File: config.mk
export PLATFORM = sky130hd
export DESIGN_NAME = adcs_seq
export DESIGN_NICKNAME = d
export VERILOG_FILES = /design/src/adcs_pkg.sv /design/src/adcs_sar_if.sv /design/src/adcs_trig_edge.sv /design/src/adcs_sar_core.sv /design/src/adcs_seq.sv
export SDC_FILE = /design/constraint.sdc
export NUM_CORES = 1
export LEC_CHECK = 0
export BUFFER_PORTS_ARGS = -buffer_cell sky130_fd_sc_hd__buf_2
export CAP_MARGIN = 40
export CELL_PAD_IN_SITES_DETAIL_PLACEMENT = 0
export CELL_PAD_IN_SITES_GLOBAL_PLACEMENT = 2
export CORE_UTILIZATION = 46
export DETAILED_ROUTE_END_ITERATION = 8
export PLACE_DENSITY_LB_ADDON = 0.1
export SETUP_SLACK_MARGIN = 0.15
export SYNTH_ARGS = -nofsm -noshare
export SYNTH_HDL_FRONTEND = slang
export SYNTH_HIERARCHICAL = 1
export SYNTH_SLANG_ARGS = --single-unit
File: constraint.sdc
create_clock -name I_CLK -period 4 [get_ports I_CLK]
set_input_delay 0.2 -clock I_CLK [delete_from_list [all_inputs] [get_ports I_CLK]]
set_output_delay 0.2 -clock I_CLK [all_outputs]
set_load 0.01 [all_outputs]
File: src/adcs_pkg.sv
// Constants shared by the conversion sequencer and its helpers.
// Assumes a 100 MHz clock with one converter cycle per clock.
package adcs_pkg;
  localparam int unsigned CLK_MHZ = 100;
  // Conversion length in converter cycles, one converter cycle per clock
  localparam int unsigned CONV_CYCLES = 57;
  localparam int unsigned SWEEP_CYCLES = 456;
  localparam int unsigned NUM_BITS = 8;
  localparam int unsigned STEP_CYCLES = (CONV_CYCLES - 1) / NUM_BITS;
  localparam logic [5:0] CNT_LAST = 6'(CONV_CYCLES - 1);
  localparam logic [5:0] CNT_STEP = 6'(STEP_CYCLES);
  localparam logic [5:0] CNT_STEP_LAST = 6'(STEP_CYCLES - 1);
  localparam logic [5:0] CNT_ZERO = 6'h00;

  localparam int unsigned DW = 8;
  localparam int unsigned AW = 4;
  localparam int unsigned NUM_CH = 8;
  localparam logic [2:0] CH_FIRST = 3'h0;
  localparam logic [2:0] CH_LAST = 3'h7;
  localparam logic [2:0] BIT_MSB = 3'h7;
  localparam logic [2:0] BIT_LSB = 3'h0;
  localparam logic [7:0] SAR_MSB_ONLY = 8'h80;
  localparam logic [7:0] BYTE_ZERO = 8'h00;

  // Register offsets
  localparam logic [3:0] OFS_CTRL = 4'h0;
  localparam logic [3:0] OFS_STAT = 4'h1;
  localparam logic [3:0] OFS_RES0 = 4'h8;

  // Control and status field positions
  localparam int unsigned CTRL_CH_LSB = 0;
  localparam int unsigned CTRL_MODE_LSB = 3;
  localparam int unsigned CTRL_TRIG = 5;
  localparam int unsigned CTRL_START = 6;
  localparam int unsigned STAT_IRQ = 0;
  localparam int unsigned STAT_BUSY = 1;
  localparam logic [7:0] CTRL_RESET = 8'h00;

  typedef enum logic [1:0] {
    ADCS_ONE_SHOT = 2'b00,
    ADCS_REPEAT = 2'b01,
    ADCS_SWEEP = 2'b10,
    ADCS_REP_SWEEP = 2'b11
  } adcs_mode_e;
endpackage

File: src/adcs_sar_if.sv
// Link between the sequencer and the successive approximation core.
// Assumes both ends run on the one block clock.
`timescale 1ns/1ps
interface adcs_sar_if;
  logic start;
  logic cmp_above;
  logic done;
  logic [7:0] result;
  logic [7:0] code;
  logic busy;
  modport seq (output start, output cmp_above, input done, input result, input code,
    input busy);
  modport core (input start, input cmp_above, output done, output result, output code,
    output busy);
endinterface

File: src/adcs_trig_edge.sv
// Falling edge detector for the external trigger pin.
// Assumes the pin is already synchronous to the clock.
`timescale 1ns/1ps
module adcs_trig_edge (
  input wire logic i_clk,
  input wire logic i_rst_b,
  input wire logic i_pin_n,
  output logic o_fall
);
  logic prev_q;

  // Idle high, so a pin held low at reset reads as one edge
  always_ff @(posedge i_clk or negedge i_rst_b) begin
    if (!i_rst_b) begin
      prev_q <= 1'b1;
    end else begin
      prev_q <= i_pin_n;
    end
  end

  assign o_fall = prev_q & ~i_pin_n;
endmodule

File: src/adcs_sar_core.sv
// Successive approximation core: eight comparisons over one conversion.
// Assumes the comparator output settles within one step.
`timescale 1ns/1ps
module adcs_sar_core (
  input wire logic i_clk,
  input wire logic i_rst_b,
  adcs_sar_if.core sar
);
  logic [5:0] cnt_q;
  logic [5:0] step_q;
  logic [2:0] bit_q;
  logic [7:0] code_q;
  logic busy_q;
  logic decide;
  logic last;

  localparam logic [5:0] CNT_STEP_LAST_W = adcs_pkg::CNT_STEP_LAST;

  assign decide = busy_q && (step_q == CNT_STEP_LAST_W);
  // Last cycle: bit 0 is decided, so the code already is the result
  assign last = busy_q && (cnt_q == adcs_pkg::CNT_LAST);

  // A start mid conversion begins again from the first step
  always_ff @(posedge i_clk or negedge i_rst_b) begin
    if (!i_rst_b) begin
      cnt_q <= adcs_pkg::CNT_ZERO;
      step_q <= adcs_pkg::CNT_ZERO;
      busy_q <= 1'b0;
    end else if (sar.start) begin
      cnt_q <= adcs_pkg::CNT_ZERO;
      step_q <= adcs_pkg::CNT_ZERO;
      busy_q <= 1'b1;
    end else if (busy_q) begin
      cnt_q <= cnt_q + 6'h01;
      step_q <= decide ? adcs_pkg::CNT_ZERO : step_q + 6'h01;
      busy_q <= (cnt_q != adcs_pkg::CNT_LAST);
    end
  end

  always_ff @(posedge i_clk or negedge i_rst_b) begin
    if (!i_rst_b) begin
      code_q <= adcs_pkg::BYTE_ZERO;
      bit_q <= adcs_pkg::BIT_MSB;
    end else if (sar.start) begin
      code_q <= adcs_pkg::SAR_MSB_ONLY;
      bit_q <= adcs_pkg::BIT_MSB;
    end else if (decide && (cnt_q < adcs_pkg::CNT_LAST)) begin
      // Bit kept only while the input stands above the reference
      code_q[bit_q] <= sar.cmp_above;
      if (bit_q != adcs_pkg::BIT_LSB) begin
        code_q[bit_q - 3'h1] <= 1'b1;
        bit_q <= bit_q - 3'h1;
      end
    end
  end

  // Done stands in the last cycle, so a follow-on conversion starts with no gap
  assign sar.done = last;
  assign sar.result = code_q;
  assign sar.code = code_q;
  assign sar.busy = busy_q;
endmodule

File: src/adcs_seq.sv
// Conversion sequencer: control, result registers and mode sequencing.
// Assumes register strobes are one cycle and synchronous to I_CLK.
//
// Notes on behaviour
// - Mode field 00 one-shot, 01 repeat, 10 single sweep, 11 repeat sweep.
// - Trigger select bit chooses software start flag or external trigger pin.
// - Software trigger: conversion begins when software writes one to start flag.
// - External trigger: falling pin edge starts conversion, only while start flag is one.
// - One-shot conversion ends after 57 cycles, stores result, sets interrupt request.
// - One-shot with software trigger clears start flag and halts after completion.
// - One-shot with external trigger keeps start flag set for later edges.
// - External trigger edge accepted while conversion is still in progress.
// - Such an edge aborts the sequence and restarts from its first step.
// - Repeat mode converts continuously while start is one; no interrupt, no clear.
// - Repeat mode updates the channel result after every conversion.
// - Single sweep converts channels zero to seven in order, storing each.
// - Single sweep raises interrupt after channel seven; software trigger then stops.
// - Single sweep external trigger keeps start flag; next edge restarts at zero.
// - Repeat sweep wraps from seven to zero until start cleared; no interrupt.
// - Sweeps with external trigger still convert channel seven, the trigger pin.
// - A full sweep completes channel seven 456 cycles after its start.
// - Result register written only after the bit 0 comparison completes.
`timescale 1ns/1ps
module adcs_seq (
  input wire logic I_CLK,
  input wire logic I_RST_B,
  input wire logic [3:0] I_ADDR,
  input wire logic [7:0] I_WDATA,
  input wire logic I_WR,
  input wire logic I_RD,
  input wire logic I_EXT_CONV_TRIGGER_N,
  input wire logic I_CMP_ABOVE,
  input wire logic I_IRQ_ACK,
  output logic [7:0] O_RDATA,
  output logic [2:0] O_CHANNEL,
  output logic [7:0] O_DAC_CODE,
  output logic O_BUSY,
  output logic O_IRQ_REQ
);
  typedef enum logic {
    ADCS_IDLE,
    ADCS_CONV
  } adcs_state_e;

  adcs_sar_if sar ();

  adcs_state_e state_q;
  logic [2:0] chan_sel_q;
  adcs_pkg::adcs_mode_e mode_q;
  logic trig_ext_q;
  logic start_q;
  logic irq_q;
  logic [2:0] chan_q;
  logic [7:0] rdata_q;
  logic [7:0] dac_q;
  logic busy_q;
  logic [7:0] result_q [adcs_pkg::NUM_CH];

  logic ext_fall;
  logic wr_ctrl;
  logic wr_stat;
  logic sw_go;
  logic ext_go;
  logic go;
  logic is_sweep;
  logic last_ch;
  logic seq_end;
  logic hw_clear;
  logic hw_irq;
  logic continue_conv;
  logic stop_req;
  logic [2:0] first_ch;
  logic [1:0] wr_mode;
  logic wr_sweep;

  adcs_trig_edge u_edge (
    .i_clk(I_CLK),
    .i_rst_b(I_RST_B),
    .i_pin_n(I_EXT_CONV_TRIGGER_N),
    .o_fall(ext_fall)
  );

  adcs_sar_core u_core (
    .i_clk(I_CLK),
    .i_rst_b(I_RST_B),
    .sar(sar.core)
  );

  assign wr_ctrl = I_WR && (I_ADDR == adcs_pkg::OFS_CTRL);
  assign wr_stat = I_WR && (I_ADDR == adcs_pkg::OFS_STAT);

  // Mode decoded from the stored field
  assign is_sweep = (mode_q == adcs_pkg::ADCS_SWEEP) ||
    (mode_q == adcs_pkg::ADCS_REP_SWEEP);
  // A starting write takes effect at once, so its own mode and channel count
  assign wr_mode = I_WDATA[adcs_pkg::CTRL_MODE_LSB +: 2];
  assign wr_sweep = (wr_mode == adcs_pkg::ADCS_SWEEP) || (wr_mode == adcs_pkg::ADCS_REP_SWEEP);
  assign first_ch = !sw_go ? (is_sweep ? adcs_pkg::CH_FIRST : chan_sel_q) :
    wr_sweep ? adcs_pkg::CH_FIRST : I_WDATA[adcs_pkg::CTRL_CH_LSB +: 3];
  assign last_ch = (chan_q == adcs_pkg::CH_LAST);

  // Software trigger: a write of one to the start flag in internal mode
  assign sw_go = wr_ctrl && I_WDATA[adcs_pkg::CTRL_START] &&
    !I_WDATA[adcs_pkg::CTRL_TRIG];
  // External trigger counts only while the start flag holds one
  assign ext_go = trig_ext_q && start_q && ext_fall && !wr_ctrl;
  assign go = sw_go || ext_go;

  // Writing zero to the start flag halts the converter
  assign stop_req = wr_ctrl && !I_WDATA[adcs_pkg::CTRL_START];

  // End of the sequence on the completion of a conversion
  always_comb begin
    seq_end = 1'b0;
    continue_conv = 1'b0;
    hw_irq = 1'b0;
    case (mode_q)
      adcs_pkg::ADCS_ONE_SHOT: begin
        seq_end = 1'b1;
        hw_irq = 1'b1;
      end
      adcs_pkg::ADCS_REPEAT: begin
        continue_conv = start_q;
      end
      adcs_pkg::ADCS_SWEEP: begin
        seq_end = last_ch;
        continue_conv = !last_ch;
        hw_irq = last_ch;
      end
      adcs_pkg::ADCS_REP_SWEEP: begin
        continue_conv = start_q;
      end
      default: begin
        seq_end = 1'b1;
      end
    endcase
  end

  // Only the internal trigger gives up its start flag at the end
  assign hw_clear = (state_q == ADCS_CONV) && sar.done && seq_end &&
    !trig_ext_q;

  // Control register
  always_ff @(posedge I_CLK or negedge I_RST_B) begin
    if (!I_RST_B) begin
      chan_sel_q <= adcs_pkg::CTRL_RESET[2:0];
      mode_q <= adcs_pkg::ADCS_ONE_SHOT;
      trig_ext_q <= 1'b0;
    end else if (wr_ctrl) begin
      chan_sel_q <= I_WDATA[adcs_pkg::CTRL_CH_LSB +: 3];
      mode_q <= adcs_pkg::adcs_mode_e'(I_WDATA[adcs_pkg::CTRL_MODE_LSB +: 2]);
      trig_ext_q <= I_WDATA[adcs_pkg::CTRL_TRIG];
    end
  end

  // Start flag; a software write of one wins over the hardware clear
  always_ff @(posedge I_CLK or negedge I_RST_B) begin
    if (!I_RST_B) begin
      start_q <= 1'b0;
    end else if (wr_ctrl) begin
      start_q <= I_WDATA[adcs_pkg::CTRL_START];
    end else if (hw_clear) begin
      start_q <= 1'b0;
    end
  end

  // Interrupt request is sticky; a new event beats a clear
  always_ff @(posedge I_CLK or negedge I_RST_B) begin
    if (!I_RST_B) begin
      irq_q <= 1'b0;
    end else if ((state_q == ADCS_CONV) && sar.done && hw_irq) begin
      irq_q <= 1'b1;
    end else if (I_IRQ_ACK || (wr_stat && !I_WDATA[adcs_pkg::STAT_IRQ])) begin
      irq_q <= 1'b0;
    end
  end

  // Sequencing state and channel pointer
  always_ff @(posedge I_CLK or negedge I_RST_B) begin
    if (!I_RST_B) begin
      state_q <= ADCS_IDLE;
      chan_q <= adcs_pkg::CH_FIRST;
    end else if (go) begin
      // A trigger in mid sequence aborts and starts over
      state_q <= ADCS_CONV;
      chan_q <= first_ch;
    end else if (stop_req) begin
      state_q <= ADCS_IDLE;
    end else if ((state_q == ADCS_CONV) && sar.done) begin
      if (continue_conv) begin
        // Sweep steps on; channel seven wraps back to zero
        chan_q <= is_sweep ? chan_q + 3'h1 : chan_q;
      end else begin
        state_q <= ADCS_IDLE;
      end
    end
  end

  // The core restarts on any trigger or when the sequence carries on
  assign sar.start = go || ((state_q == ADCS_CONV) && sar.done && continue_conv &&
    !stop_req);
  assign sar.cmp_above = I_CMP_ABOVE;

  // Result registers, one per channel; channel seven is the trigger pin in
  // external sweeps and is converted like any other
  genvar gi;
  generate
    for (gi = 0; gi < adcs_pkg::NUM_CH; gi = gi + 1) begin : g_res
      always_ff @(posedge I_CLK or negedge I_RST_B) begin
        if (!I_RST_B) begin
          result_q[gi] <= adcs_pkg::BYTE_ZERO;
        end else if ((state_q == ADCS_CONV) && sar.done && (chan_q == 3'(gi))) begin
          result_q[gi] <= sar.result;
        end
      end
    end
  endgenerate

  // Read port; data stands one cycle after the strobe
  always_ff @(posedge I_CLK or negedge I_RST_B) begin
    if (!I_RST_B) begin
      rdata_q <= adcs_pkg::BYTE_ZERO;
    end else if (I_RD) begin
      if (I_ADDR == adcs_pkg::OFS_CTRL) begin
        rdata_q <= {1'b0, start_q, trig_ext_q, mode_q, chan_sel_q};
      end else if (I_ADDR == adcs_pkg::OFS_STAT) begin
        rdata_q <= {6'h00, busy_q, irq_q};
      end else if (I_ADDR >= adcs_pkg::OFS_RES0) begin
        // Channel in progress still shows its previous result
        rdata_q <= result_q[I_ADDR[2:0]];
      end else begin
        rdata_q <= adcs_pkg::BYTE_ZERO;
      end
    end else begin
      rdata_q <= adcs_pkg::BYTE_ZERO;
    end
  end

  // Analog side outputs, registered once more to come straight from flops
  always_ff @(posedge I_CLK or negedge I_RST_B) begin
    if (!I_RST_B) begin
      dac_q <= adcs_pkg::BYTE_ZERO;
      busy_q <= 1'b0;
    end else begin
      dac_q <= sar.code;
      busy_q <= (state_q == ADCS_CONV);
    end
  end

  assign O_RDATA = rdata_q;
  assign O_CHANNEL = chan_q;
  assign O_DAC_CODE = dac_q;
  assign O_BUSY = busy_q;
  assign O_IRQ_REQ = irq_q;
endmodule

==> reports/metrics.sh, run 1 <==
ROUTE.DETAILED.DRC=0
PERIOD_SHARE_PCT=68.9
TRITONCTS='built'
HOLD_START='I_WDATA[3]'
POSTCTSSETUPBUFFERS=0
SYNTH.NET_COUNT=470
CLOCK-SINKS=118
SYNTH_LARGEST_TYPE_AREA_FRACTION_PCT=49.5
POWER.SWITCHING_uW=1320
RSZ0062_AT_GRT='false'
SYNTH_EDF_COUNT=0
TIMING.CRITICAL_PATH.CELLS='inv_1 -> nor3_1 -> and2_1 -> o21ai_0 -> o21ai_2 -> o2111ai_1 -> or3_1 -> a21oi_1'
CORE-AREA_UM2=12100
HOLD_VIOL=0
HPWLAFTERDP_MM=8.05
RELATIVE_SLEW_SLACK_PCT=40.5
SYNTHESIS.YOSYS.WARNINGS=6
PROPORTION_OF_POWER_DRAWN_BY_FLIP_FLOPS_AND_LATCHES_PCT=43.8
STDCELL_COUNT=655
STATUS='complete, no violations'
YOSYS.AREA.TOP_TYPE='sky130_fd_sc_hd__dfrtp_1'
MAXIMUM_ACHIEVABLE_FREQUENCY_MHz=363
INITIAL_UTILIZATION_PCT=47.6
WORST_SETUP_HOLD_PATH_CLK_SLEW_PS=50
NUM-FILL-CELLS=1052
GRT_OVERFLOW_TOTAL=0
TIMING.FINAL.CRIT_PERIOD_PS=2750
ANTENNA_VIOLATIONS_BEFORE_REPAIR=0
YOSYS_MOST_USED_DFF='sky130_fd_sc_hd__dfrtp_1'
HP-CLASS='in2reg'
PATH_MAX_FANOUT=11
CRITPATHCAPTURETYPE='flop'
PLACE.PORT_BUFFERS=38
CLOCK_NETWORK_POWER_SHARE_PCT=33.2
RR_STARTPOINT='u_core/sar.busy'
POSTSYNTHCELLCOUNT=439
SYNTHMOSTINSTANTIATEDCELL='sky130_fd_sc_hd__dfrtp_1'
FINAL_CORE_UTILIZATION_PCT=54.5
LEAKAGEPOWER_uW=0.00313
GRT_MAX_DEGREE=49
FIRST_PASS_ITERS=4
AREA_OF_THE_MULTI_INPUT_GATES_UM2=2570
DESIGN.DIE.AREA_UM2=13000
FIRST_GLOBAL_VIAS=3758
REGISTER_AREA_UM2=2960
TIMING.CRITICAL_PATH.FROM_TYPE='flop'
ANTENNA_VIOLATING_NETS_POST_ROUTE=0
AVGSYNTHCELLAREA_UM2=13.1
LAYOUT-DRIVE-GT1-SHARE_PCT=36.3
TOP_LEVEL_I_O_COUNT=40
CTS_INSERTED_BUFFERS=17
DIE_HEIGHT_UM=114
VDD_IR_DROP_MAX_uV=386
INITIALDRTVIOLATIONCOUNT=175
DETAIL_ROUTE.VIAS_PER_CELL=5.47
WL_PER_CELL_UM=18.4
WORST_CLOCK_SKEW_PS=7.43
POWER.SWITCHING_FRACTION_PCT=32.4
AREAGROWTHSYNTHTOFINISH_PCT=14.6
CAP_VIOLATIONS=0
CELL_INTERNAL_PWR_uW=2750
REPORT.FINAL.SETUP_VIOL=0
POSTSYNTH.ASYNCRESETSHARE_PCT=100
SYNTH-SEQ-CELLS=118
SETUP.WORST_PATH.CLASS='reg2reg'
CP.REQUIRED_PS=4340
FRACTION_OF_THE_YOSYS_AREA_TAKEN_BY_SEQUENTIAL_CELLS_PCT=51.3
TOTALNEGATIVESETUPSLACK_PS=0
ANT_CELLS=0
SYN-CELL-AREA_UM2=5760
DIE_WIDTH_UM=114
POWER_FRAC_COMB_PCT=23.0
NUM_VIAS=3581
NETS=507
CRIT_PATH_MAX_INCR_DELAY_PS=570
CELL_TYPES_WITH_THE_LARGEST_AREA_SHARE_AFTER_SYNTHESIS='sky130_fd_sc_hd__dfrtp_1 (50%), sky130_fd_sc_hd__mux2_2 (14%), sky130_fd_sc_hd__mux4_2 (5.9%)'
SLEW_VIOLATIONS=0
SYNTH_CELL_COUNT_LEADERS='sky130_fd_sc_hd__dfrtp_1 (114), sky130_fd_sc_hd__mux2_2 (71), sky130_fd_sc_hd__mux2i_1 (20), sky130_fd_sc_hd__nand2_1 (20), sky130_fd_sc_hd__o21ai_0 (19)'
FINAL_INSTANCE_AREA_UM2=6600
DETAILED_PLACE.AREA_UM2=6040
CLK_LATENCY_PS=410
CRIT_PATH_TOP_DELAY_CELL='sky130_fd_sc_hd__dfrtp_1'
CTS_MAX_PATH_BUFFERS=2
TOTAL_OF_CELLS_RESIZED_AFTER_CLOCK_TREE_SYNTHESIS=0
CORE.ROWCOUNT=40
HTREEDEPTH=4
GPL.FINAL_WEIGHTED_CONGESTION=0.787
DRT_WL_TOTAL_MM=12.1
WORST_SLEW_PIN_SLEW_PS=888
DP.CELLS=622
CLOCKROOTBUFFER='sky130_fd_sc_hd__clkbuf_16'
CP_DATA_ARRIVAL_TIME_PS=3100
GR_USAGE_TOTAL_PCT=20.9
POST_SYNTH_NUM_CELL_TYPES=51
POWER_DENSITY_nW_PER_UM2=616
WORSTSETUPSTARTPOINT='u_core/sar.busy'
GRT_PASS1_WL_MM=19.9
==> cells by family after synthesis <==
logic type / count (synthesis) / synth area share (%)
XOR/XNOR: 8 / 1.22
multiplexers: 107 / 23.5
AO/OA/AOI/OAI: 65 / 8.64
AND/OR/NAND/NOR: 86 / 8.62
buffers and inverters: 43 / 4.08
adder cells (fa/ha/maj): 12 / 2.61
flip-flops: 118 / 51.3
==> cell usage in the layout, fill, tap and decap left out, types with 4 or more instances in the layout <==
cell type | synthesis | layout
sky130_fd_sc_hd__dfrtp_1 | 114 | 114
sky130_fd_sc_hd__and2_1 | 4 | 4
sky130_fd_sc_hd__dfstp_2 | 4 | 4
sky130_fd_sc_hd__nand4_1 | 6 | 6
sky130_fd_sc_hd__a311oi_2 | 7 | 7
sky130_fd_sc_hd__nor3b_1 | 6 | 6
sky130_fd_sc_hd__nand3_1 | 7 | 7
sky130_fd_sc_hd__clkbuf_1 | 4 | 4
sky130_fd_sc_hd__buf_2 | 5 | 37
sky130_fd_sc_hd__nor2_1 | 16 | 16
sky130_fd_sc_hd__nand2_1 | 20 | 20
sky130_fd_sc_hd__ha_1 | 12 | 12
sky130_fd_sc_hd__mux2_2 | 71 | 71
sky130_fd_sc_hd__a31oi_1 | 9 | 9
sky130_fd_sc_hd__nor3_1 | 4 | 4
sky130_fd_sc_hd__o21ai_0 | 19 | 18
sky130_fd_sc_hd__mux2i_1 | 20 | 20
sky130_fd_sc_hd__inv_1 | 16 | 16
sky130_fd_sc_hd__buf_4 | 10 | 4
sky130_fd_sc_hd__clkbuf_16 | 0 | 17
sky130_fd_sc_hd__o211ai_1 | 4 | 4
sky130_fd_sc_hd__clkinv_2 | 0 | 4
sky130_fd_sc_hd__xor2_1 | 6 | 6
sky130_fd_sc_hd__nor2b_1 | 5 | 5
sky130_fd_sc_hd__a21oi_1 | 9 | 9
sky130_fd_sc_hd__clkbuf_8 | 0 | 5
sky130_fd_sc_hd__nand3b_1 | 5 | 5
sky130_fd_sc_hd__mux4_2 | 15 | 15
==> per-stage QoR <==
stage	worst slack (ps)	hold slack (ps)	total power, uW
4_1_cts	1220	2.08	4130
3_3_place_gp	1270	337	2720
2_1_floorplan	1320	-95.6	2500
5_1_grt	874	12.2	4330
6_report	1250	15.6	4070
3_5_place_dp	1230	217	2750
==> area by class of cell <==
cell class / count / area share [%]
clock inverter: 4 / 0.303
tap: 168 / 3.18
multi-input combinational: 278 / 39.0
clock buffer: 26 / 7.71
inverter: 16 / 0.910
sequential: 118 / 44.8
timing repair buffer: 45 / 4.13
==> power by group through the flow <==
| stage | clock network (uW) | registers [uW] | logic, uW |
|---|---|---|---|
| 5_1_grt | 1440 | 1840 | 1050 |
| 4_1_cts | 1390 | 1790 | 954 |
| 3_3_place_gp | 0 | 1800 | 927 |
| 2_1_floorplan | 0 | 1640 | 857 |
| 6_report | 1350 | 1780 | 936 |
| 3_5_place_dp | 0 | 1800 | 948 |
==> registers in the layout, indices dropped and copies added (netlist names) <==
name             count
chan_sel_q           3
mode_q               2
O_CHANNEL            3
u_core/sar.busy      1
start_q              1
trig_ext_q           1
u_edge/prev_q        1
result_q            64
O_DAC_CODE           8
O_RDATA              8
u_core/sar.code      8
u_core/step_q        6
state_q              1
O_BUSY               1
u_core/cnt_q         6
u_core/bit_q         3
O_IRQ_REQ            1
==> per-layer routing <==
layer	part of all wire (%)	track usage (%)
met3	2.9	5.15
met5	0	0
met2	51	35.0
met1	44	25.9
met4	1.3	8.74
==> worst max-delay path: cells and delay by family (launching register included) <==
kind | cells | cell delay, ps
AO/OA/AOI/OAI | 4 | 660
buffers and inverters | 1 | 160
flip-flops | 1 | 570
AND/OR/NAND/NOR | 3 | 1300
==> path summary, 6_finish.rpt <==
kind | slack (ps) | endpoint | depth (start not counted)
worst min-delay path | 20 | mode_q[0] | 2
worst min register to register | 500 | result_q[36] | 1
min in group asynchronous | 310 | result_q[27] | 2
max in group asynchronous | 2570 | u_core/bit_q[2] | 4
worst max-delay path | 1250 | u_core/step_q[5] | 8
worst max register to register | 1250 | u_core/step_q[5] | 8
==> timing repair <==
action | in CTS | in global routing
endpoints found under the setup margin | 0 | 0
hold buffers | 3 | 0
hold endpoints to repair | 39 | 0
No activity file was read; power rests on OpenSTA's default activity.
==> run 2, diff against run 1 <==
ABC_AREA = 1   (was not set)
CORE_UTILIZATION = 37   (was 46)
clock period = 2.7 ns   (was 4 ns; I/O delays follow)
==> run 2 against run 1 <==
Wire length rose by 19%. Clock power grew 59%. Sequential share of layout area fell by 2.0 points. Largest cell class unchanged. Clock skew decreased by 1.6 ps. Cell count grew 47%. Die area is 27% higher. Synthesized cell count increased by 59%.
==> reports/metrics.sh, run 2 <==
INITIAL_UTILIZATION_PCT=38.5
GRT_OVERFLOW_TOTAL=0
TIMING.FINAL.CRIT_PERIOD_PS=2180
WORST_SETUP_HOLD_PATH_CLK_SLEW_PS=50
ROUTE.DETAILED.DRC=0
INITIALDRTVIOLATIONCOUNT=275
SYNTHMOSTINSTANTIATEDCELL='sky130_fd_sc_hd__nand2_1'
ANTENNA_VIOLATING_NETS_POST_ROUTE=0
CLOCKROOTBUFFER='sky130_fd_sc_hd__clkbuf_16'
POSTSYNTHCELLCOUNT=696
CRITPATHCAPTURETYPE='flop'
WORST_SLEW_PIN_SLEW_PS=573
CORE.ROWCOUNT=45
RELATIVE_SLEW_SLACK_PCT=61.8
TOP_LEVEL_I_O_COUNT=40
LAYOUT-DRIVE-GT1-SHARE_PCT=16.4
SYNTHESIS.YOSYS.WARNINGS=6
DETAILED_PLACE.AREA_UM2=6250
REGTOREGENDPOINT='u_core/sar.code[5]'
POST_SYNTH_NUM_CELL_TYPES=39
SYNTH_EDF_COUNT=0
STATUS='complete, no violations'
DIE_HEIGHT_UM=128
POSTSYNTH.ASYNCRESETSHARE_PCT=100
GR_USAGE_TOTAL_PCT=19.5
FIRST_PASS_ITERS=5
MAXIMUM_ACHIEVABLE_FREQUENCY_MHz=458
SYN-CELL-AREA_UM2=5910
RSZ0062_AT_GRT='false'
FRACTION_OF_THE_YOSYS_AREA_TAKEN_BY_SEQUENTIAL_CELLS_PCT=50.0
LARGEST_REGISTER_FFS=64
GRT_MAX_DEGREE=55
YOSYS.AREA.TOP_TYPE='sky130_fd_sc_hd__dfrtp_1'
YOSYS_MOST_USED_DFF='sky130_fd_sc_hd__dfrtp_1'
POWER_DENSITY_nW_PER_UM2=915
FIRST_GLOBAL_VIAS=4662
LEADING_CELL_TYPES_IN_THE_LAYOUT_FILL_AND_TAPS_EXCLUDED='sky130_fd_sc_hd__nand2_1 (173), sky130_fd_sc_hd__dfrtp_1 (114), sky130_fd_sc_hd__o21ai_0 (76), sky130_fd_sc_hd__inv_1 (58), sky130_fd_sc_hd__nor2_1 (52)'
ANTENNA_VIOLATIONS_BEFORE_REPAIR=0
PERIOD_SHARE_PCT=80.9
CP_DATA_ARRIVAL_TIME_PS=2490
HP-CLASS='in2reg'
CLK_LATENCY_PS=420
RR_WORST_DEPTH=13
NUMBER_OF_CELLS_ON_THE_WORST_HOLD_PATH=3
RR_STARTPOINT='u_core/cnt_q[0]'
DRT_WL_TOTAL_MM=14.4
DP_WORST_SETUP_SLACK_PS=110
AREAGROWTHSYNTHTOFINISH_PCT=16.8
HOLD_START='I_WDATA[4]'
SLEW_VIOLATIONS=0
CLOCK-SINKS=118
DIE_WIDTH_UM=128
LEAKAGEPOWER_uW=0.00334
TOTALNEGATIVESETUPSLACK_PS=0
POSTCTSSETUPBUFFERS=0
CTS_INSERTED_BUFFERS=17
HPWLAFTERDP_MM=10.1
VDD_IR_DROP_MAX_uV=484
DESIGN.DIE.AREA_UM2=16500
SYNTH-SEQ-CELLS=118
SETUP.WORST_PATH.CLASS='reg2reg'
SYNTH.NET_COUNT=727
NUM-FILL-CELLS=1555
WL_PER_CELL_UM=14.9
GRT_PASS1_WL_MM=24.2
REPORT.FINAL.SETUP_VIOL=0
ANT_CELLS=0
FINAL_INSTANCE_AREA_UM2=6900
NUM_VIAS=4651
LAYOUT_SETUP_WS_PS=516
WORST_CLOCK_SKEW_PS=5.87
AVGSYNTHCELLAREA_UM2=8.49
HTREEDEPTH=4
SYNTH_CELL_COUNT_LEADERS='sky130_fd_sc_hd__nand2_1 (174), sky130_fd_sc_hd__dfrtp_1 (114), sky130_fd_sc_hd__o21ai_0 (76), sky130_fd_sc_hd__inv_1 (58), sky130_fd_sc_hd__nor2_1 (52)'
CTS_MAX_PATH_BUFFERS=2
CORE-AREA_UM2=15400
NETS=772
HOLD_VIOL=0
CAP_VIOLATIONS=0
R2R_SLACK_PS=520
LAYOUT_COMMONEST_CELL='sky130_fd_sc_hd__nand2_1'
DETAIL_ROUTE.VIAS_PER_CELL=4.82
REGISTER_AREA_UM2=2960
PATH_MAX_FANOUT=21
TRITONCTS='built'
AREA_OF_THE_MULTI_INPUT_GATES_UM2=2480
HOLD_END='mode_q[1]'
P_TOTAL_uW=6320
SYNTH_LARGEST_TYPE_AREA_FRACTION_PCT=48.3
PLACE.PORT_BUFFERS=38
LARGEST_REGISTER='result_q'
GPL.FINAL_WEIGHTED_CONGESTION=0.832
CELL_TYPES_WITH_THE_LARGEST_AREA_SHARE_AFTER_SYNTHESIS='sky130_fd_sc_hd__dfrtp_1 (48%), sky130_fd_sc_hd__nand2_1 (11%), sky130_fd_sc_hd__o21ai_0 (6.4%)'
CP.REQUIRED_PS=3010
HOLD_WS_PS=47.5
TIMING.CRITICAL_PATH.FROM_TYPE='flop'
-- run 2: cell count changes after synthesis, sizes merged, moves of 15 or more --
cell,delta
a21oi,+34
nand2,+161
inv,+52
nor2,+50
nand3,+44
mux4,-15
o21ai,+60
mux2,-72
mux2i,-20
-- run 2: worst max-delay path, cell delays in order (launching register included) --
cell	delay, ps
sky130_fd_sc_hd__dfrtp_1	390
sky130_fd_sc_hd__inv_1	80
sky130_fd_sc_hd__ha_1	140
sky130_fd_sc_hd__inv_1	50
sky130_fd_sc_hd__nor4_2	260
sky130_fd_sc_hd__nand2_1	200
sky130_fd_sc_hd__a21oi_2	210
sky130_fd_sc_hd__nand2_1	90
sky130_fd_sc_hd__nand2_2	180
sky130_fd_sc_hd__inv_4	140
sky130_fd_sc_hd__nand4_2	130
sky130_fd_sc_hd__inv_2	80
sky130_fd_sc_hd__nand2_1	70
sky130_fd_sc_hd__nand2_1	40
-- run 2: through the flow --
| step | instances | utilization (%) |
|---|---|---|
| 2_1_floorplan | 696 | - |
| 3_3_place_gp | 925 | 40.6 |
| 3_5_place_dp | 925 | 40.6 |
| 4_1_cts | 965 | 44.8 |
| 5_1_grt | 965 | 44.9 |
| 6_report | 965 | 44.9 |
-- run 2: worst max-delay path by stage --
stage | slack [ps] | startpoint | endpoint
4_1_cts | 170 | u_core/cnt_q[0] | u_core/sar.code[4]
6_report | 520 | u_core/cnt_q[0] | u_core/sar.code[5]
3_3_place_gp | 210 | u_core/cnt_q[0] | u_core/sar.code[5]
5_1_grt | 280 | u_core/cnt_q[0] | u_core/sar.code[6]
2_1_floorplan | 570 | u_core/cnt_q[0] | u_core/cnt_q[4]
3_5_place_dp | 110 | u_core/cnt_q[0] | u_core/sar.code[4]
-- run 2: report_power, final --
group / total (uW) / internal [uW] / switching, uW
combinational: 1710 / 600 / 1110
sequential: 2470 / 2130 / 335
clock: 2140 / 1380 / 761
total: 6320 / 4120 / 2200
-- run 2: cells by family (layout without fill, tap and decap cells) --
family                     after synthesis  count (layout)  share of synthesized area [%]
adders and majority gates               12              12                           2.54
AOI/OAI and AO/OA                      139             139                           12.6
xor gates and xnor gates                 2               2                          0.296
buffers and inverters                  101             159                           8.23
DFF                                    118             118                           50.0
and+or+nand+nor                        324             324                           26.3
-- run 2: cell type report --
| class | instances | share of cell area (%) |
|---|---|---|
| Clock buffer | 28 | 7.49 |
| Tap cell | 211 | 3.82 |
| Multi-Input combinational cell | 477 | 35.9 |
| Inverter | 69 | 3.82 |
| Clock inverter | 4 | 0.653 |
| Timing Repair Buffer | 58 | 5.44 |
| Sequential cell | 118 | 42.8 |
-- run 2: what timing repair did --
action                                 4_1_cts  5_1_grt
hold buffers                                 8        0
pin swaps                                    0        0
gates resized for setup                      1        4
endpoints found under the hold margin       50        0
setup endpoints to repair                    8       19
-- run 2: metal layers --
| layer | global-route usage (%) | routed length, um |
|---|---|---|
| met1 | 25.5 | 6910 |
| met2 | 30.4 | 6520 |
| met3 | 5.90 | 619 |
| met4 | 7.68 | 312 |
| met5 | 0 | 0 |
